==> config.mk <==
export PLATFORM = sky130hd
export DESIGN_NAME = led_boost_fault_sequencer
export DESIGN_NICKNAME = d
export VERILOG_FILES = /design/src/hw/led_seq_pkg.sv /design/src/hw/sync2.sv /design/src/hw/short_fault_timer.sv /design/src/hw/led_boost_fault_sequencer.sv
export SDC_FILE = /design/constraint.sdc
export NUM_CORES = 1
export LEC_CHECK = 0
export BUFFER_PORTS_ARGS = -buffer_cell sky130_fd_sc_hd__buf_2
export CORE_MARGIN = 3
export CORE_UTILIZATION = 55
export CTS_CLUSTER_DIAMETER = 80
export CTS_CLUSTER_SIZE = 24
export DETAILED_ROUTE_END_ITERATION = 12
export GPL_TIMING_DRIVEN = 0
export PLACE_DENSITY = 0.71
export SLEW_MARGIN = 10
export SYNTH_ARGS = -nofsm -noshare
export SYNTH_HDL_FRONTEND = slang
export SYNTH_SLANG_ARGS = --single-unit
export TNS_END_PERCENT = 1
==> constraint.sdc <==
create_clock -name mclk -period 2.75 [get_ports mclk]
set_input_delay 0.1375 -clock mclk [delete_from_list [all_inputs] [get_ports mclk]]
set_output_delay 0.1375 -clock mclk [all_outputs]
set_load 0.01 [all_outputs]
==> src/hw/led_seq_pkg.sv <==
package led_seq_pkg;

	// String count and clock rate.
	localparam int NUM_STRINGS = 4;
	localparam int CLK_MHZ     = 250;
	localparam int CNT_W       = 9;

	// Switching rates, in kHz.
	localparam int F_LOW_KHZ  = 625;
	localparam int F_HIGH_KHZ = 1250;

	// Switching periods in clock cycles, derived from the rates.
	localparam logic [CNT_W-1:0] PER_LOW_CYC  = CNT_W'((CLK_MHZ * 1000) / F_LOW_KHZ);
	localparam logic [CNT_W-1:0] PER_HIGH_CYC = CNT_W'((CLK_MHZ * 1000) / F_HIGH_KHZ);

	// Minimum on-time; a least time, so it rounds up.
	localparam int MIN_ON_NS = 100;
	localparam logic [CNT_W-1:0] MIN_ON_CYC = CNT_W'((MIN_ON_NS * CLK_MHZ + 999) / 1000);

	// Short fault interval in microseconds and in cycles.
	localparam int FAULT_TIME_US = 1600;
	localparam int FAULT_CYC     = FAULT_TIME_US * CLK_MHZ;

	// Soft-start on-time ceiling: starting value and growth per period.
	localparam logic [CNT_W-1:0] SOFT_START_CYC = MIN_ON_CYC;
	localparam logic [CNT_W-1:0] SOFT_INC_CYC   = 9'h004;

	// Positions of the single-bit inputs, and of the first string sense bit (SB_OPEN), in the synchronised vector.
	localparam int SB_ENABLE = 0;
	localparam int SB_FREQ   = 1;
	localparam int SB_DIM    = 2;
	localparam int SB_SUPPLY = 3;
	localparam int SB_TEMP   = 4;
	localparam int SB_OVLOW  = 5;
	localparam int SB_OVTRIP = 6;
	localparam int SB_PEAK   = 7;
	localparam int SB_SKIP   = 8;
	localparam int SB_OPEN   = 9;

	// Sequencer states.
	typedef enum logic [2:0] {
		ST_IDLE,
		ST_DIODE,
		ST_SUPPLY,
		ST_TEMP,
		ST_SOFT,
		ST_RUN,
		ST_NODIODE,
		ST_STOP
	} seq_state_t;

endpackage : led_seq_pkg

==> src/hw/sync2.sv <==
`timescale 1ns/1ps
`default_nettype none

module sync2 #(
	parameter int W = 1
) (
	input  wire logic         mclk,
	input  wire logic         sys_rst,
	input  wire logic [W-1:0] async_in,
	output logic      [W-1:0] sync_out
);

	logic [W-1:0] meta_r;

	// Two flops in series; only the second stage is ever read.
	always_ff @(posedge mclk) begin
		if (sys_rst) begin
			meta_r   <= '0;
			sync_out <= '0;
		end else begin
			meta_r   <= async_in;
			sync_out <= meta_r;
		end
	end

endmodule : sync2

`default_nettype wire

==> src/hw/short_fault_timer.sv <==
`timescale 1ns/1ps
`default_nettype none

module short_fault_timer #(
	parameter int LIMIT = 400000,
	parameter int TW    = 19
) (
	input  wire logic mclk,
	input  wire logic sys_rst,
	input  wire logic restart,
	input  wire logic short_det,
	output logic      expired
);

	localparam logic [TW-1:0] LAST = TW'(LIMIT - 1);

	logic [TW-1:0] cnt_r;
	logic [TW-1:0] cnt_nxt;
	wire           hold_on = short_det && !restart;

	if (LIMIT < 2 || LIMIT >= 2 ** TW) begin : g_bad_limit
		$error("short_fault_timer: LIMIT does not fit TW");
	end

	// A gap in the short condition starts the interval again from zero.
	assign cnt_nxt = !hold_on ? '0 : (cnt_r == LAST) ? cnt_r : cnt_r + 1'b1;

	// Expiry is a level while the short keeps going past the interval.
	always_ff @(posedge mclk) begin
		if (sys_rst) begin
			cnt_r   <= '0;
			expired <= 1'b0;
		end else begin
			cnt_r   <= cnt_nxt;
			expired <= hold_on && (cnt_r == LAST);
		end
	end

	a_timer_restart: assert property (@(posedge mclk) disable iff (sys_rst)
		!short_det |=> (cnt_r == '0) && !expired)
		else $error("short timer did not restart");

endmodule : short_fault_timer

`default_nettype wire

==> src/hw/led_boost_fault_sequencer.sv <==
`timescale 1ns/1ps
`default_nettype none
// Behaviour
// - Low overvoltage sense at enable: stay disabled.
// - Then check supply, then temperature.
// - All good: start switching through soft-start.
// - Supply lockout holds everything off until recovery.
// - Frequency select low: slow rate, else fast.
// - Switch on each period, off at peak.
// - Pulse skipping with minimum on-time pulses.
// - Feedback only from strings not marked off.
// - Dimming input gates all active strings together.
// - At overvoltage, mark off open strings.
// - All strings open: stop the converter.
// - Marks held until shutdown or restart.
// - Sense above short threshold flags candidate.
// - Short lasting past timer marks string off.
// - Shorted string off and out of feedback.
// - All strings shorted: stop the converter.

module led_boost_fault_sequencer #(
	parameter int NUM_STR   = led_seq_pkg::NUM_STRINGS,
	parameter int FAULT_CYC = led_seq_pkg::FAULT_CYC
) (
	input  wire logic               mclk,
	input  wire logic               sys_rst,
	input  wire logic               enable_pin,
	input  wire logic               freq_select,
	input  wire logic               dim_in,
	input  wire logic               supply_lockout_ok,
	input  wire logic               temp_ok,
	input  wire logic               overvoltage_sense_low,
	input  wire logic               overvoltage_sense_trip,
	input  wire logic [NUM_STR-1:0] string_sense_open,
	input  wire logic [NUM_STR-1:0] string_sense_short,
	input  wire logic               peak_current_trip,
	input  wire logic               skip_request,
	output logic                    switch_on,
	output logic      [NUM_STR-1:0] string_on,
	output logic      [NUM_STR-1:0] feedback_mask,
	output logic      [NUM_STR-1:0] short_candidate,
	output logic      [NUM_STR-1:0] marked_open,
	output logic      [NUM_STR-1:0] marked_short,
	output logic                    converter_active,
	output logic                    soft_start_busy,
	output logic                    diode_missing
);

	localparam int CW = led_seq_pkg::CNT_W;
	localparam int SW = led_seq_pkg::SB_OPEN + 2 * NUM_STR;
	localparam int TW = $clog2(FAULT_CYC + 1);
	localparam logic [CW-1:0] MIN_ON = led_seq_pkg::MIN_ON_CYC;

	if (NUM_STR < 1 || FAULT_CYC < 2) begin : g_bad_params
		$error("led_boost_fault_sequencer: NUM_STR or FAULT_CYC out of range");
	end

	// Period length for the selected rate.
	function automatic logic [CW-1:0] period_len(input logic fast);
		period_len = fast ? led_seq_pkg::PER_HIGH_CYC : led_seq_pkg::PER_LOW_CYC;
	endfunction : period_len

	// Every input is a pin or an analog comparator, so all of them are resynchronised.
	wire  [SW-1:0] raw_in = {string_sense_short, string_sense_open, skip_request,
	                         peak_current_trip, overvoltage_sense_trip,
	                         overvoltage_sense_low, temp_ok, supply_lockout_ok,
	                         dim_in, freq_select, enable_pin};
	logic [SW-1:0] sync_in;

	sync2 #(
		.W(SW)
	) u_sync (
		.mclk    (mclk),
		.sys_rst (sys_rst),
		.async_in(raw_in),
		.sync_out(sync_in)
	);

	wire               en_s     = sync_in[led_seq_pkg::SB_ENABLE];
	wire               fast_s   = sync_in[led_seq_pkg::SB_FREQ];
	wire               dim_s    = sync_in[led_seq_pkg::SB_DIM];
	wire               supply_s = sync_in[led_seq_pkg::SB_SUPPLY];
	wire               temp_s   = sync_in[led_seq_pkg::SB_TEMP];
	wire               ovlow_s  = sync_in[led_seq_pkg::SB_OVLOW];
	wire               ovtrip_s = sync_in[led_seq_pkg::SB_OVTRIP];
	wire               peak_s   = sync_in[led_seq_pkg::SB_PEAK];
	wire               skip_s   = sync_in[led_seq_pkg::SB_SKIP];
	wire [NUM_STR-1:0] open_s   = sync_in[led_seq_pkg::SB_OPEN +: NUM_STR];
	wire [NUM_STR-1:0] short_s  = sync_in[led_seq_pkg::SB_OPEN + NUM_STR +: NUM_STR];

	led_seq_pkg::seq_state_t state_r;
	led_seq_pkg::seq_state_t state_nxt;

	logic [CW-1:0]      per_cnt_r;
	logic [CW-1:0]      per_cnt_nxt;
	logic [CW-1:0]      on_cnt_r;
	logic [CW-1:0]      on_cnt_nxt;
	logic [CW-1:0]      soft_lim_r;
	logic [CW-1:0]      soft_lim_nxt;
	logic               switch_nxt;
	logic [NUM_STR-1:0] mark_open_r;
	logic [NUM_STR-1:0] mark_open_nxt;
	logic [NUM_STR-1:0] mark_short_r;
	logic [NUM_STR-1:0] mark_short_nxt;
	logic [NUM_STR-1:0] short_exp;

	// Status decode shared by the sequencer, the marks and the outputs.
	wire [CW-1:0]      per_len    = period_len(fast_s);
	wire               per_wrap   = per_cnt_r >= per_len - 1'b1;
	wire               per_late   = per_cnt_r >= per_len - 2'h2;
	wire               switching  = (state_r == led_seq_pkg::ST_SOFT) ||
	                                (state_r == led_seq_pkg::ST_RUN);
	wire               run_ok     = switching && en_s && supply_s;
	wire [NUM_STR-1:0] active     = ~(mark_open_r | mark_short_r);
	wire               all_open   = &mark_open_r;
	wire               all_short  = &mark_short_r;
	wire               none_left  = (active == '0) || all_open || all_short;
	wire               clear_all  = (state_r == led_seq_pkg::ST_IDLE);
	wire [CW:0]        soft_sum   = {1'b0, soft_lim_r} + {1'b0, led_seq_pkg::SOFT_INC_CYC};
	wire               soft_done  = soft_lim_r >= per_len;

	// Start-up sequence; disable and supply lockout override every state.
	always_comb begin
		state_nxt = state_r;
		case (state_r)
			led_seq_pkg::ST_IDLE: begin
				state_nxt = led_seq_pkg::ST_DIODE;
			end
			led_seq_pkg::ST_DIODE: begin
				state_nxt = ovlow_s ? led_seq_pkg::ST_NODIODE : led_seq_pkg::ST_SUPPLY;
			end
			led_seq_pkg::ST_SUPPLY: begin
				state_nxt = led_seq_pkg::ST_TEMP;
			end
			led_seq_pkg::ST_TEMP: begin
				if (temp_s) begin
					state_nxt = led_seq_pkg::ST_SOFT;
				end
			end
			led_seq_pkg::ST_SOFT: begin
				if (none_left) begin
					state_nxt = led_seq_pkg::ST_STOP;
				end else if (!temp_s) begin
					state_nxt = led_seq_pkg::ST_TEMP;
				end else if (soft_done) begin
					state_nxt = led_seq_pkg::ST_RUN;
				end
			end
			led_seq_pkg::ST_RUN: begin
				if (none_left) begin
					state_nxt = led_seq_pkg::ST_STOP;
				end else if (!temp_s) begin
					state_nxt = led_seq_pkg::ST_TEMP;
				end
			end
			led_seq_pkg::ST_NODIODE: begin
				state_nxt = led_seq_pkg::ST_NODIODE;
			end
			led_seq_pkg::ST_STOP: begin
				state_nxt = led_seq_pkg::ST_STOP;
			end
			default: begin
				state_nxt = led_seq_pkg::ST_IDLE;
			end
		endcase
		if (!en_s || !supply_s) begin
			state_nxt = led_seq_pkg::ST_IDLE;
		end
	end

	// The on-time ceiling grows each period during soft-start and is lifted in run.
	assign soft_lim_nxt = (state_r == led_seq_pkg::ST_RUN) ? {CW{1'b1}} :
	                      (state_r != led_seq_pkg::ST_SOFT) ? led_seq_pkg::SOFT_START_CYC :
	                      !per_wrap ? soft_lim_r :
	                      soft_sum[CW] ? {CW{1'b1}} : soft_sum[CW-1:0];

	// Switch gating. Peak current and the soft ceiling are ignored before the minimum
	// on-time, so every pulse is at least that long; the last cycle of a period is
	// always off, which bounds the duty cycle when the peak never trips.
	wire end_pulse  = (on_cnt_r >= MIN_ON - 1'b1) && (peak_s || on_cnt_r >= soft_lim_r);
	wire new_pulse  = !skip_s && !ovtrip_s;

	assign switch_nxt  = !run_ok ? 1'b0 :
	                     per_wrap ? new_pulse :
	                     (per_late || end_pulse) ? 1'b0 : switch_on;
	assign on_cnt_nxt  = (switch_nxt && switch_on) ? on_cnt_r + 1'b1 : '0;
	assign per_cnt_nxt = (!run_ok || per_wrap) ? '0 : per_cnt_r + 1'b1;

	// Open strings are caught only when the output reaches the overvoltage point.
	assign mark_open_nxt  = clear_all ? '0 :
	                        mark_open_r | ((switching && ovtrip_s) ? (active & open_s) : '0);
	assign mark_short_nxt = clear_all ? '0 : mark_short_r | (short_exp & active);

	// One fault timer per string; timers only run while the converter switches.
	for (genvar i = 0; i < NUM_STR; i++) begin : g_timer
		short_fault_timer #(
			.LIMIT(FAULT_CYC),
			.TW   (TW)
		) u_timer (
			.mclk     (mclk),
			.sys_rst  (sys_rst),
			.restart  (!switching),
			.short_det(short_s[i]),
			.expired  (short_exp[i])
		);
	end

	// Sequencer and marks.
	always_ff @(posedge mclk) begin
		if (sys_rst) begin
			state_r      <= led_seq_pkg::ST_IDLE;
			mark_open_r  <= '0;
			mark_short_r <= '0;
		end else begin
			state_r      <= state_nxt;
			mark_open_r  <= mark_open_nxt;
			mark_short_r <= mark_short_nxt;
		end
	end

	// Switching-cycle counters and the power switch itself.
	always_ff @(posedge mclk) begin
		if (sys_rst) begin
			per_cnt_r  <= '0;
			on_cnt_r   <= '0;
			soft_lim_r <= led_seq_pkg::SOFT_START_CYC;
			switch_on  <= 1'b0;
		end else begin
			per_cnt_r  <= per_cnt_nxt;
			on_cnt_r   <= on_cnt_nxt;
			soft_lim_r <= soft_lim_nxt;
			switch_on  <= switch_nxt;
		end
	end

	// Registered string and status outputs. Marks reach the channels in the same
	// cycle they are set, so a marked string never conducts for an extra cycle.
	wire [NUM_STR-1:0] active_nxt = ~(mark_open_nxt | mark_short_nxt);

	always_ff @(posedge mclk) begin
		if (sys_rst) begin
			string_on        <= '0;
			feedback_mask    <= '0;
			short_candidate  <= '0;
			converter_active <= 1'b0;
			soft_start_busy  <= 1'b0;
			diode_missing    <= 1'b0;
		end else begin
			string_on        <= run_ok ? (active_nxt & {NUM_STR{dim_s}}) : '0;
			feedback_mask    <= run_ok ? active_nxt : '0;
			short_candidate  <= switching ? (short_s & active) : '0;
			converter_active <= run_ok;
			soft_start_busy  <= (state_nxt == led_seq_pkg::ST_SOFT);
			diode_missing    <= (state_nxt == led_seq_pkg::ST_NODIODE);
		end
	end

	assign marked_open  = mark_open_r;
	assign marked_short = mark_short_r;

	a_no_diode_held: assert property (@(posedge mclk) disable iff (sys_rst)
		(state_r == led_seq_pkg::ST_DIODE && ovlow_s && en_s && supply_s) |=>
		(state_r == led_seq_pkg::ST_NODIODE) ##1 (!switch_on && string_on == '0))
		else $error("missing diode did not hold the device off");

	a_check_order: assert property (@(posedge mclk) disable iff (sys_rst)
		$rose(state_r == led_seq_pkg::ST_TEMP) |->
		($past(state_r) == led_seq_pkg::ST_SUPPLY || $past(state_r) == led_seq_pkg::ST_SOFT ||
		 $past(state_r) == led_seq_pkg::ST_RUN))
		else $error("temperature checked out of order");

	a_soft_before_run: assert property (@(posedge mclk) disable iff (sys_rst)
		$rose(state_r == led_seq_pkg::ST_RUN) |-> $past(state_r) == led_seq_pkg::ST_SOFT)
		else $error("run entered without soft-start");

	a_lockout_hold: assert property (@(posedge mclk) disable iff (sys_rst)
		!supply_s |=> (state_r == led_seq_pkg::ST_IDLE) && !switch_on ##1 string_on == '0)
		else $error("supply lockout did not stop operation");

	a_period_on: assert property (@(posedge mclk) disable iff (sys_rst)
		(run_ok && per_wrap && !skip_s && !ovtrip_s) |=> switch_on && per_cnt_r == '0)
		else $error("switch not turned on at period start");

	a_peak_off: assert property (@(posedge mclk) disable iff (sys_rst)
		(switch_on && peak_s && on_cnt_r >= MIN_ON - 1'b1 && !per_wrap) |=> !switch_on)
		else $error("switch stayed on after peak trip");

	a_min_on_time: assert property (@(posedge mclk) disable iff (sys_rst)
		($fell(switch_on) && $past(run_ok) && !$past(per_wrap)) |->
		$past(on_cnt_r) >= MIN_ON - 1'b1)
		else $error("pulse shorter than minimum on-time");

	a_skip_off: assert property (@(posedge mclk) disable iff (sys_rst)
		(per_wrap && skip_s) |=> !switch_on)
		else $error("pulse issued while skipping");

	a_dim_gate: assert property (@(posedge mclk) disable iff (sys_rst)
		!dim_s |=> string_on == '0)
		else $error("strings conduct while dimming input is low");

	a_marked_dark: assert property (@(posedge mclk) disable iff (sys_rst)
		((string_on | feedback_mask) & (mark_open_r | mark_short_r)) == '0)
		else $error("marked string still on or in feedback");

	a_open_mark: assert property (@(posedge mclk) disable iff (sys_rst)
		(switching && ovtrip_s && state_r != led_seq_pkg::ST_IDLE) |=>
		(mark_open_r & $past(open_s & active)) == $past(open_s & active))
		else $error("open string not marked at overvoltage");

	a_none_left_stop: assert property (@(posedge mclk) disable iff (sys_rst)
		(switching && none_left && en_s && supply_s) |=>
		state_r == led_seq_pkg::ST_STOP ##1 !switch_on)
		else $error("converter kept running with no string left");

	a_marks_kept: assert property (@(posedge mclk) disable iff (sys_rst)
		(state_r != led_seq_pkg::ST_IDLE) |=>
		((mark_open_r | mark_short_r) & $past(mark_open_r | mark_short_r)) ==
		$past(mark_open_r | mark_short_r))
		else $error("mark-off lost before shutdown");

	a_short_mark: assert property (@(posedge mclk) disable iff (sys_rst)
		(|(short_exp & active) && !clear_all) |=>
		(mark_short_r & $past(short_exp & active)) == $past(short_exp & active))
		else $error("expired short not marked off");

	a_short_flag: assert property (@(posedge mclk) disable iff (sys_rst)
		(switching && |(short_s & active)) |=>
		(short_candidate & $past(short_s & active)) == $past(short_s & active))
		else $error("short on an active string not flagged");

	a_feedback_set: assert property (@(posedge mclk) disable iff (sys_rst)
		run_ok |=> feedback_mask == ~(mark_open_r | mark_short_r))
		else $error("active string missing from feedback");

	a_disable_idle: assert property (@(posedge mclk) disable iff (sys_rst)
		!en_s |=> (state_r == led_seq_pkg::ST_IDLE) && !switch_on ##1
		(mark_open_r == '0) && (mark_short_r == '0) && (string_on == '0))
		else $error("disable did not return to idle");

endmodule : led_boost_fault_sequencer

`default_nettype wire

; Word-level counts from Yosys, hierarchy flattened
; Index checks and enable logic that the tools add are counted.
[op_classes]
bitwise = 17
add_sub_neg = 9
n_reduce_logical = 40
n_lt_le_gt_ge = 5
eq_ne = 14
muxes = 20
[ops]
columns = cell, n
row1 = $add A19 B1 Y19 const B, 4
row2 = $eq A19 B19 Y1 const B, 4
row3 = $mux W9, 5
row4 = $ge A9 B9 Y1, 4
row5 = $mux W3, 8
row6 = $pmux W3 S8, 1
row7 = $add A9 B1 Y9 const B, 2
row8 = $eq A3 B3 Y1 const B, 6
row9 = $and A4 B4 Y4, 4
row10 = $or A4 B4 Y4, 4
row11 = $reduce_or A2 Y1, 8
row12 = $logic_and A1 B1 Y1, 14
row13 = $mux W4, 3
row14 = $add A9 B3 Y10 const B, 1
row15 = $ge A9 B5 Y1 const B, 1
row16 = $sub A9 B1 Y9 const B, 1
row17 = $sub A9 B2 Y9 const B, 1
row18 = $not A4 Y4, 2
row19 = $reduce_and A4 Y1, 2
row20 = $logic_or A1 B1 Y1, 7
row21 = $not A1 Y1, 7
row22 = $eq A3 B2 Y1 const B, 2
row23 = $logic_not A1 Y1, 5
row24 = $logic_not A4 Y1, 1
row25 = other kinds (6), 8
[totals]
elab_cells = 129
input_bits = 19
ff_bits = 168
output_inout_bits = 24

; Longest topological paths before layout
[depth]
depth_word = 10
mapped_depth = 8

; Modules after synthesis
; From an unflattened synthesis, not the netlist that was laid out.
[hier_totals]
cells_unflattened = 842
area_unflattened_um2 = 7649.8
[modules_own_cells]
columns = module, instances, area_each_um2, cells_per_inst
row1 = short_fault_timer, 4, 1016.0, 118
row2 = led_boost_fault_sequencer, 1, 2648.8, 299
row3 = sync2, 1, 937.1, 71

; Worst setup path before layout
; Ideal clock, no wire load.
[synth_path]
path_kind = register to register
start = reg u_sync.sync_out[1]
end = reg soft_lim_r[3]
n_path_buf = 1
required_time_ps = 2627
period_less_slack_ps = 1927
path_stages_with_launch = 9
slack_ps = 823
arrival_time_ps = 1804
cell_sequence = dfxtp_1 inv_1 ha_1 nand3_1 or3_4 a21o_4 buf_6 nor3b_2 o21ai_1
[synth_between]
elab_chain_len = 3
[synth_rtl]
columns = element, line_no
row1 = start: declaration, sync2.sv:10  ; output logic [W-1:0] sync_out
row2 = start signal: assignment, sync2.sv:22  ; sync_out <= meta_r;
row3 = $mux W9, led_boost_fault_sequencer.sv:60  ; period_len = fast ? led_seq_pkg::PER_HIGH_CYC : led_seq_pkg::PER_LOW_CYC;
row4 = $sub A9 B1 Y9, led_boost_fault_sequencer.sv:109  ; wire per_wrap = per_cnt_r >= per_len - 1'b1;
row5 = $ge A9 B9 Y1, led_boost_fault_sequencer.sv:109
row6 = end signal: assignment, led_boost_fault_sequencer.sv:226  ; soft_lim_r <= led_seq_pkg::SOFT_START_CYC;
row7 = end signal: assignment, led_boost_fault_sequencer.sv:231  ; soft_lim_r <= soft_lim_nxt;
row8 = end: declaration, led_boost_fault_sequencer.sv:98  ; logic [CW-1:0] soft_lim_r;
; Every way passes these cells.
; A chain may end at the register's enable or synchronous reset.

; Final worst setup path
[layout_path]
start = reg soft_lim_r[4]
end = reg on_cnt_r[2]
[layout_between]
elab_chain_len = 10
[layout_rtl]
columns = element, line_no
row1 = $ge A9 B9 Y1, led_boost_fault_sequencer.sv:180  ; wire end_pulse = (on_cnt_r >= MIN_ON - 1'b1) && (peak_s || on_cnt_r >= soft_lim_r);
row2 = $logic_or A1 B1 Y1, led_boost_fault_sequencer.sv:180
row3 = $logic_and A1 B1 Y1, led_boost_fault_sequencer.sv:180
row4 = $logic_or A1 B1 Y1, led_boost_fault_sequencer.sv:185  ; (per_late || end_pulse) ? 1'b0 : switch_on;
row5 = $mux W1, led_boost_fault_sequencer.sv:185
row6 = $mux W1, led_boost_fault_sequencer.sv:184  ; per_wrap ? new_pulse :
row7 = $mux W1, led_boost_fault_sequencer.sv:183  ; assign switch_nxt = !run_ok ? 1'b0 :
row8 = $logic_and A1 B1 Y1, led_boost_fault_sequencer.sv:186  ; assign on_cnt_nxt = (switch_nxt && switch_on) ? on_cnt_r + 1'b1 : '0;
row9 = $not A1 Y1 (no line), n/a
row10 = $reduce_or A2 Y1 (no line), n/a
row11 = end signal: assignment, led_boost_fault_sequencer.sv:230  ; on_cnt_r <= on_cnt_nxt;
row12 = end: declaration, led_boost_fault_sequencer.sv:96  ; logic [CW-1:0] on_cnt_r;
; Every way passes these cells.

==> impl_metrics.toml <==
[route]
viasPerCell = 5.56
vias = 5741
postRouteAntennaNets = 0
drt-initial-drc-count = 347
wl_per_cell_um = 14.6
drtPass1Iterations = 5
drt-total-wl_um = 15000
drc = 0

[die]
core_um2 = 12700
start_util_pct = 56.5
die_h_um = 120
die_width_um = 120
dieArea_um2 = 14400
ios = 43
num_rows = 41

[clock_network]
worstSkewPairLatency_ns = 0.43
cts-root-buf = "clkbuf_16"
clk_pin_slew_ns = 0.06
numClockSinks = 168
clockBufferDepth = 2
cts_tree = "done"
cts_buffers = 17
h-tree-depth = 4
cts.repair.resized = 0

[power]
power_w = 0.00480
vdd_drop_max_mv = 0.460
power_leakage_nw = 3.00
powerDensity_nw_per_um2 = 578

[critical_path]
end_kind = "register"
slowest_stage = "o21ai_0"
path_class = "register to register"
r2r-end = "on_cnt_r[2]"
critPathTopFamily = "compound AO/OA/AOI/OAI gates"
path_depth = 7
cp_cell_sequence = "clkbuf_1 > inv_1 > ha_1 > a21o_1 > a31oi_1 > o21ai_0 > a211oi_1"
startpoint = "soft_lim_r[4]"
critPathBufInv = 2
rr_worst_depth = 7
worstPathArrival_ns = 2.61
max_stage_delay_ns = 0.77
cp-start-kind = "register"
cp.required_ns = 3.02
r2r-start = "soft_lim_r[4]"
r2r_slack_ns = 0.40
worst-path-max-fanout = 9

[global_routing]
antenna_found_initial = 0
grt.total_usage_pct = 21.7
grt_remaining_overflow = 0
grt_pass1_vias = 5457
grt_pass1_wl_um = 25500
grt_max_degree = 17

[placed_design]
dpl_cell_area_um2 = 7580
preCtsSetupSlack_ns = 0.505
gp_congestion = 0.893
numPortBuffers = 42
hpwl_um = 10600

[synthesis]
synthArstFlopShare_pct = 0
syn_inst = 770
yosys_warnings = 0
ys_ff_latch = 168
synth_seq_area_share_pct = 47.0
synth-edff-count = 0
ys.flop_type = "dfxtp_1"
syn_area_per_cell_um2 = 9.29
synth_area_um2 = 7150
synth.distinct_cells = 66
syn_nets = 814

[timing]
finalCriticalPeriod_ns = 2.35
hold_viol = 0
tns_ns = 0
finalSetupViolations = 0
hold_ws_ns = 0.0943
skew_ns = 0.0131
slew_viol_final = 0
fmax_ghz = 0.426
rsz0062_at_grt = "no"
finalCritPeriodShare_pct = 85.3
tightest_slew_ns = 0.972
max_slew_margin_pct = 34.5
setup_ws_ns = 0.403

[cells_and_area]
multi_input_area_um2 = 3610
fillCellCount = 1098
diodes = 0
nNetsFinal = 892
drive_above_1_share_pct = 11.8
areaGrowthSynthToFinish_pct = 16.2
final_area_um2 = 8310
regArea_um2 = 3360

[min_path]
hold_start = "sys_rst"
holdPathStages = 3
hold_class = "input pin to register"
whs_endpoint = "state_r[2]"

[run]
cap_violations = 0

[outcome]
run_status = "finished clean"
## metal layers
layer,global-route usage [%],wire (um)
met5,0,0
met4,7.23,221
met1,28.1,7060
met2,36.0,7240
met3,4.90,529
## tightest hold or removal path, stage by stage
cell and delay, ns:
buf_2 0.13, or3_1 0.14, a311oi_2 0.06
## how the worst max path moves through the flow
stage / endpoint / slack (ns)
finish: on_cnt_r[2] / 0.40
global route: on_cnt_r[2] / 0.22
CTS: on_cnt_r[2] / 0.47
detailed placement: on_cnt_r[7] / 0.50
global placement: on_cnt_r[1] / 0.58
floorplan: soft_lim_r[3] / 0.82
## area by class of cell
type | instances | area share, %
Clock inverter | 14 | 1.50
Clock buffer | 18 | 5.28
Sequential cell | 168 | 40.5
Inverter | 23 | 1.04
Multi-Input combinational cell | 557 | 43.4
Buffer | 22 | 1.16
Tap cell | 172 | 2.59
Timing Repair Buffer | 59 | 4.57
## power breakdown
group / total (W) / internal, W / switching, W
clock: 0.00227 / 0.00127 / 0.000995
sequential: 0.00247 / 0.00246 / 0.00000904
combinational: 0.0000704 / 0.0000413 / 0.0000291
total: 0.00480 / 0.00377 / 0.00103
## kinds of logic after synthesis
logic type | count (synthesis) | synth area share [%]
compound gates | 118 | 11.6
fa+ha+maj | 25 | 4.37
mux | 7 | 0.997
flops | 168 | 47.0
simple gates | 339 | 25.1
xor+xnor | 68 | 8.32
buf+inv | 45 | 2.55
## flip-flops by register name, summed over array words and instances (netlist names)
| signal | cells |
|---|---|
| string_on | 4 |
| on_cnt_r | 9 |
| per_cnt_r | 9 |
| g_timer.u_timer.expired | 4 |
| u_sync.meta_r | 17 |
| short_candidate | 4 |
| switch_on | 1 |
| soft_lim_r | 9 |
| soft_start_busy | 1 |
| feedback_mask | 4 |
| diode_missing | 1 |
| converter_active | 1 |
| marked_short | 4 |
| marked_open | 4 |
| state_r | 3 |
| u_sync.sync_out | 17 |
| g_timer.u_timer.cnt_r | 76 |
## cells in the final DEF (no fill, tap or decap), types with 4 or more instances in the layout
master and n:
dfxtp_1 168, nor2_1 98, xor2_1 54, buf_2 46, nand2_1 43, nand3_1 41
nor2b_1 39, a21oi_1 26, ha_1 25, inv_1 23, nor3_1 22, o21ai_0 19
clkbuf_16 17, dlygate4sd3_1 17, clkbuf_1 16, and3_1 15, xnor2_1 14, nand4_1 13
a211oi_1 11, o211ai_1 11, and4_1 10, a31oi_1 10, o2111ai_1 9, or3_1 8
nand2b_1 7, and2_1 7, mux2i_1 6, nor4b_1 5, o31ai_1 4, or2_2 4
a2111oi_0 4, o21a_1 4, clkinv_4 4, clkinv_2 4
## Yosys cell counts, types with 5 or more instances
cell type | instances | area share, %
a211oi_1 | 11 | 1.2
a21oi_1 | 26 | 1.8
a31oi_1 | 10 | 0.87
and2_1 | 7 | 0.61
and3_1 | 15 | 1.3
and4_1 | 10 | 1.2
clkbuf_1 | 16 | 0.84
dfxtp_1 | 168 | 47
ha_1 | 25 | 4.4
inv_1 | 23 | 1.2
mux2i_1 | 6 | 0.84
nand2_1 | 43 | 2.3
nand2b_1 | 7 | 0.61
nand3_1 | 41 | 2.9
nand4_1 | 13 | 1.1
nor2_1 | 98 | 5.1
nor2b_1 | 39 | 3.4
nor3_1 | 22 | 1.5
nor4b_1 | 5 | 0.61
o2111ai_1 | 9 | 1.1
o211ai_1 | 11 | 1.2
o21ai_0 | 19 | 1.3
or3_1 | 8 | 0.70
xnor2_1 | 14 | 1.7
xor2_1 | 54 | 6.6
## stage by stage
| stage | util, % | std cells |
|---|---|---|
| after floorplan | - | 770 |
| after global placement | 59.8 | 984 |
| after detailed placement | 59.8 | 984 |
| after CTS | 65.6 | 1033 |
| after global routing | 65.6 | 1033 |
| final | 65.6 | 1033 |
## what timing repair did
| action | 4_1_cts | 5_1_grt |
|---|---|---|
| hold buffers | 17 | 0 |
| setup buffers | 0 | 0 |
| hold endpoints to repair | 17 | 0 |
Power figures use the tool's default switching activity.
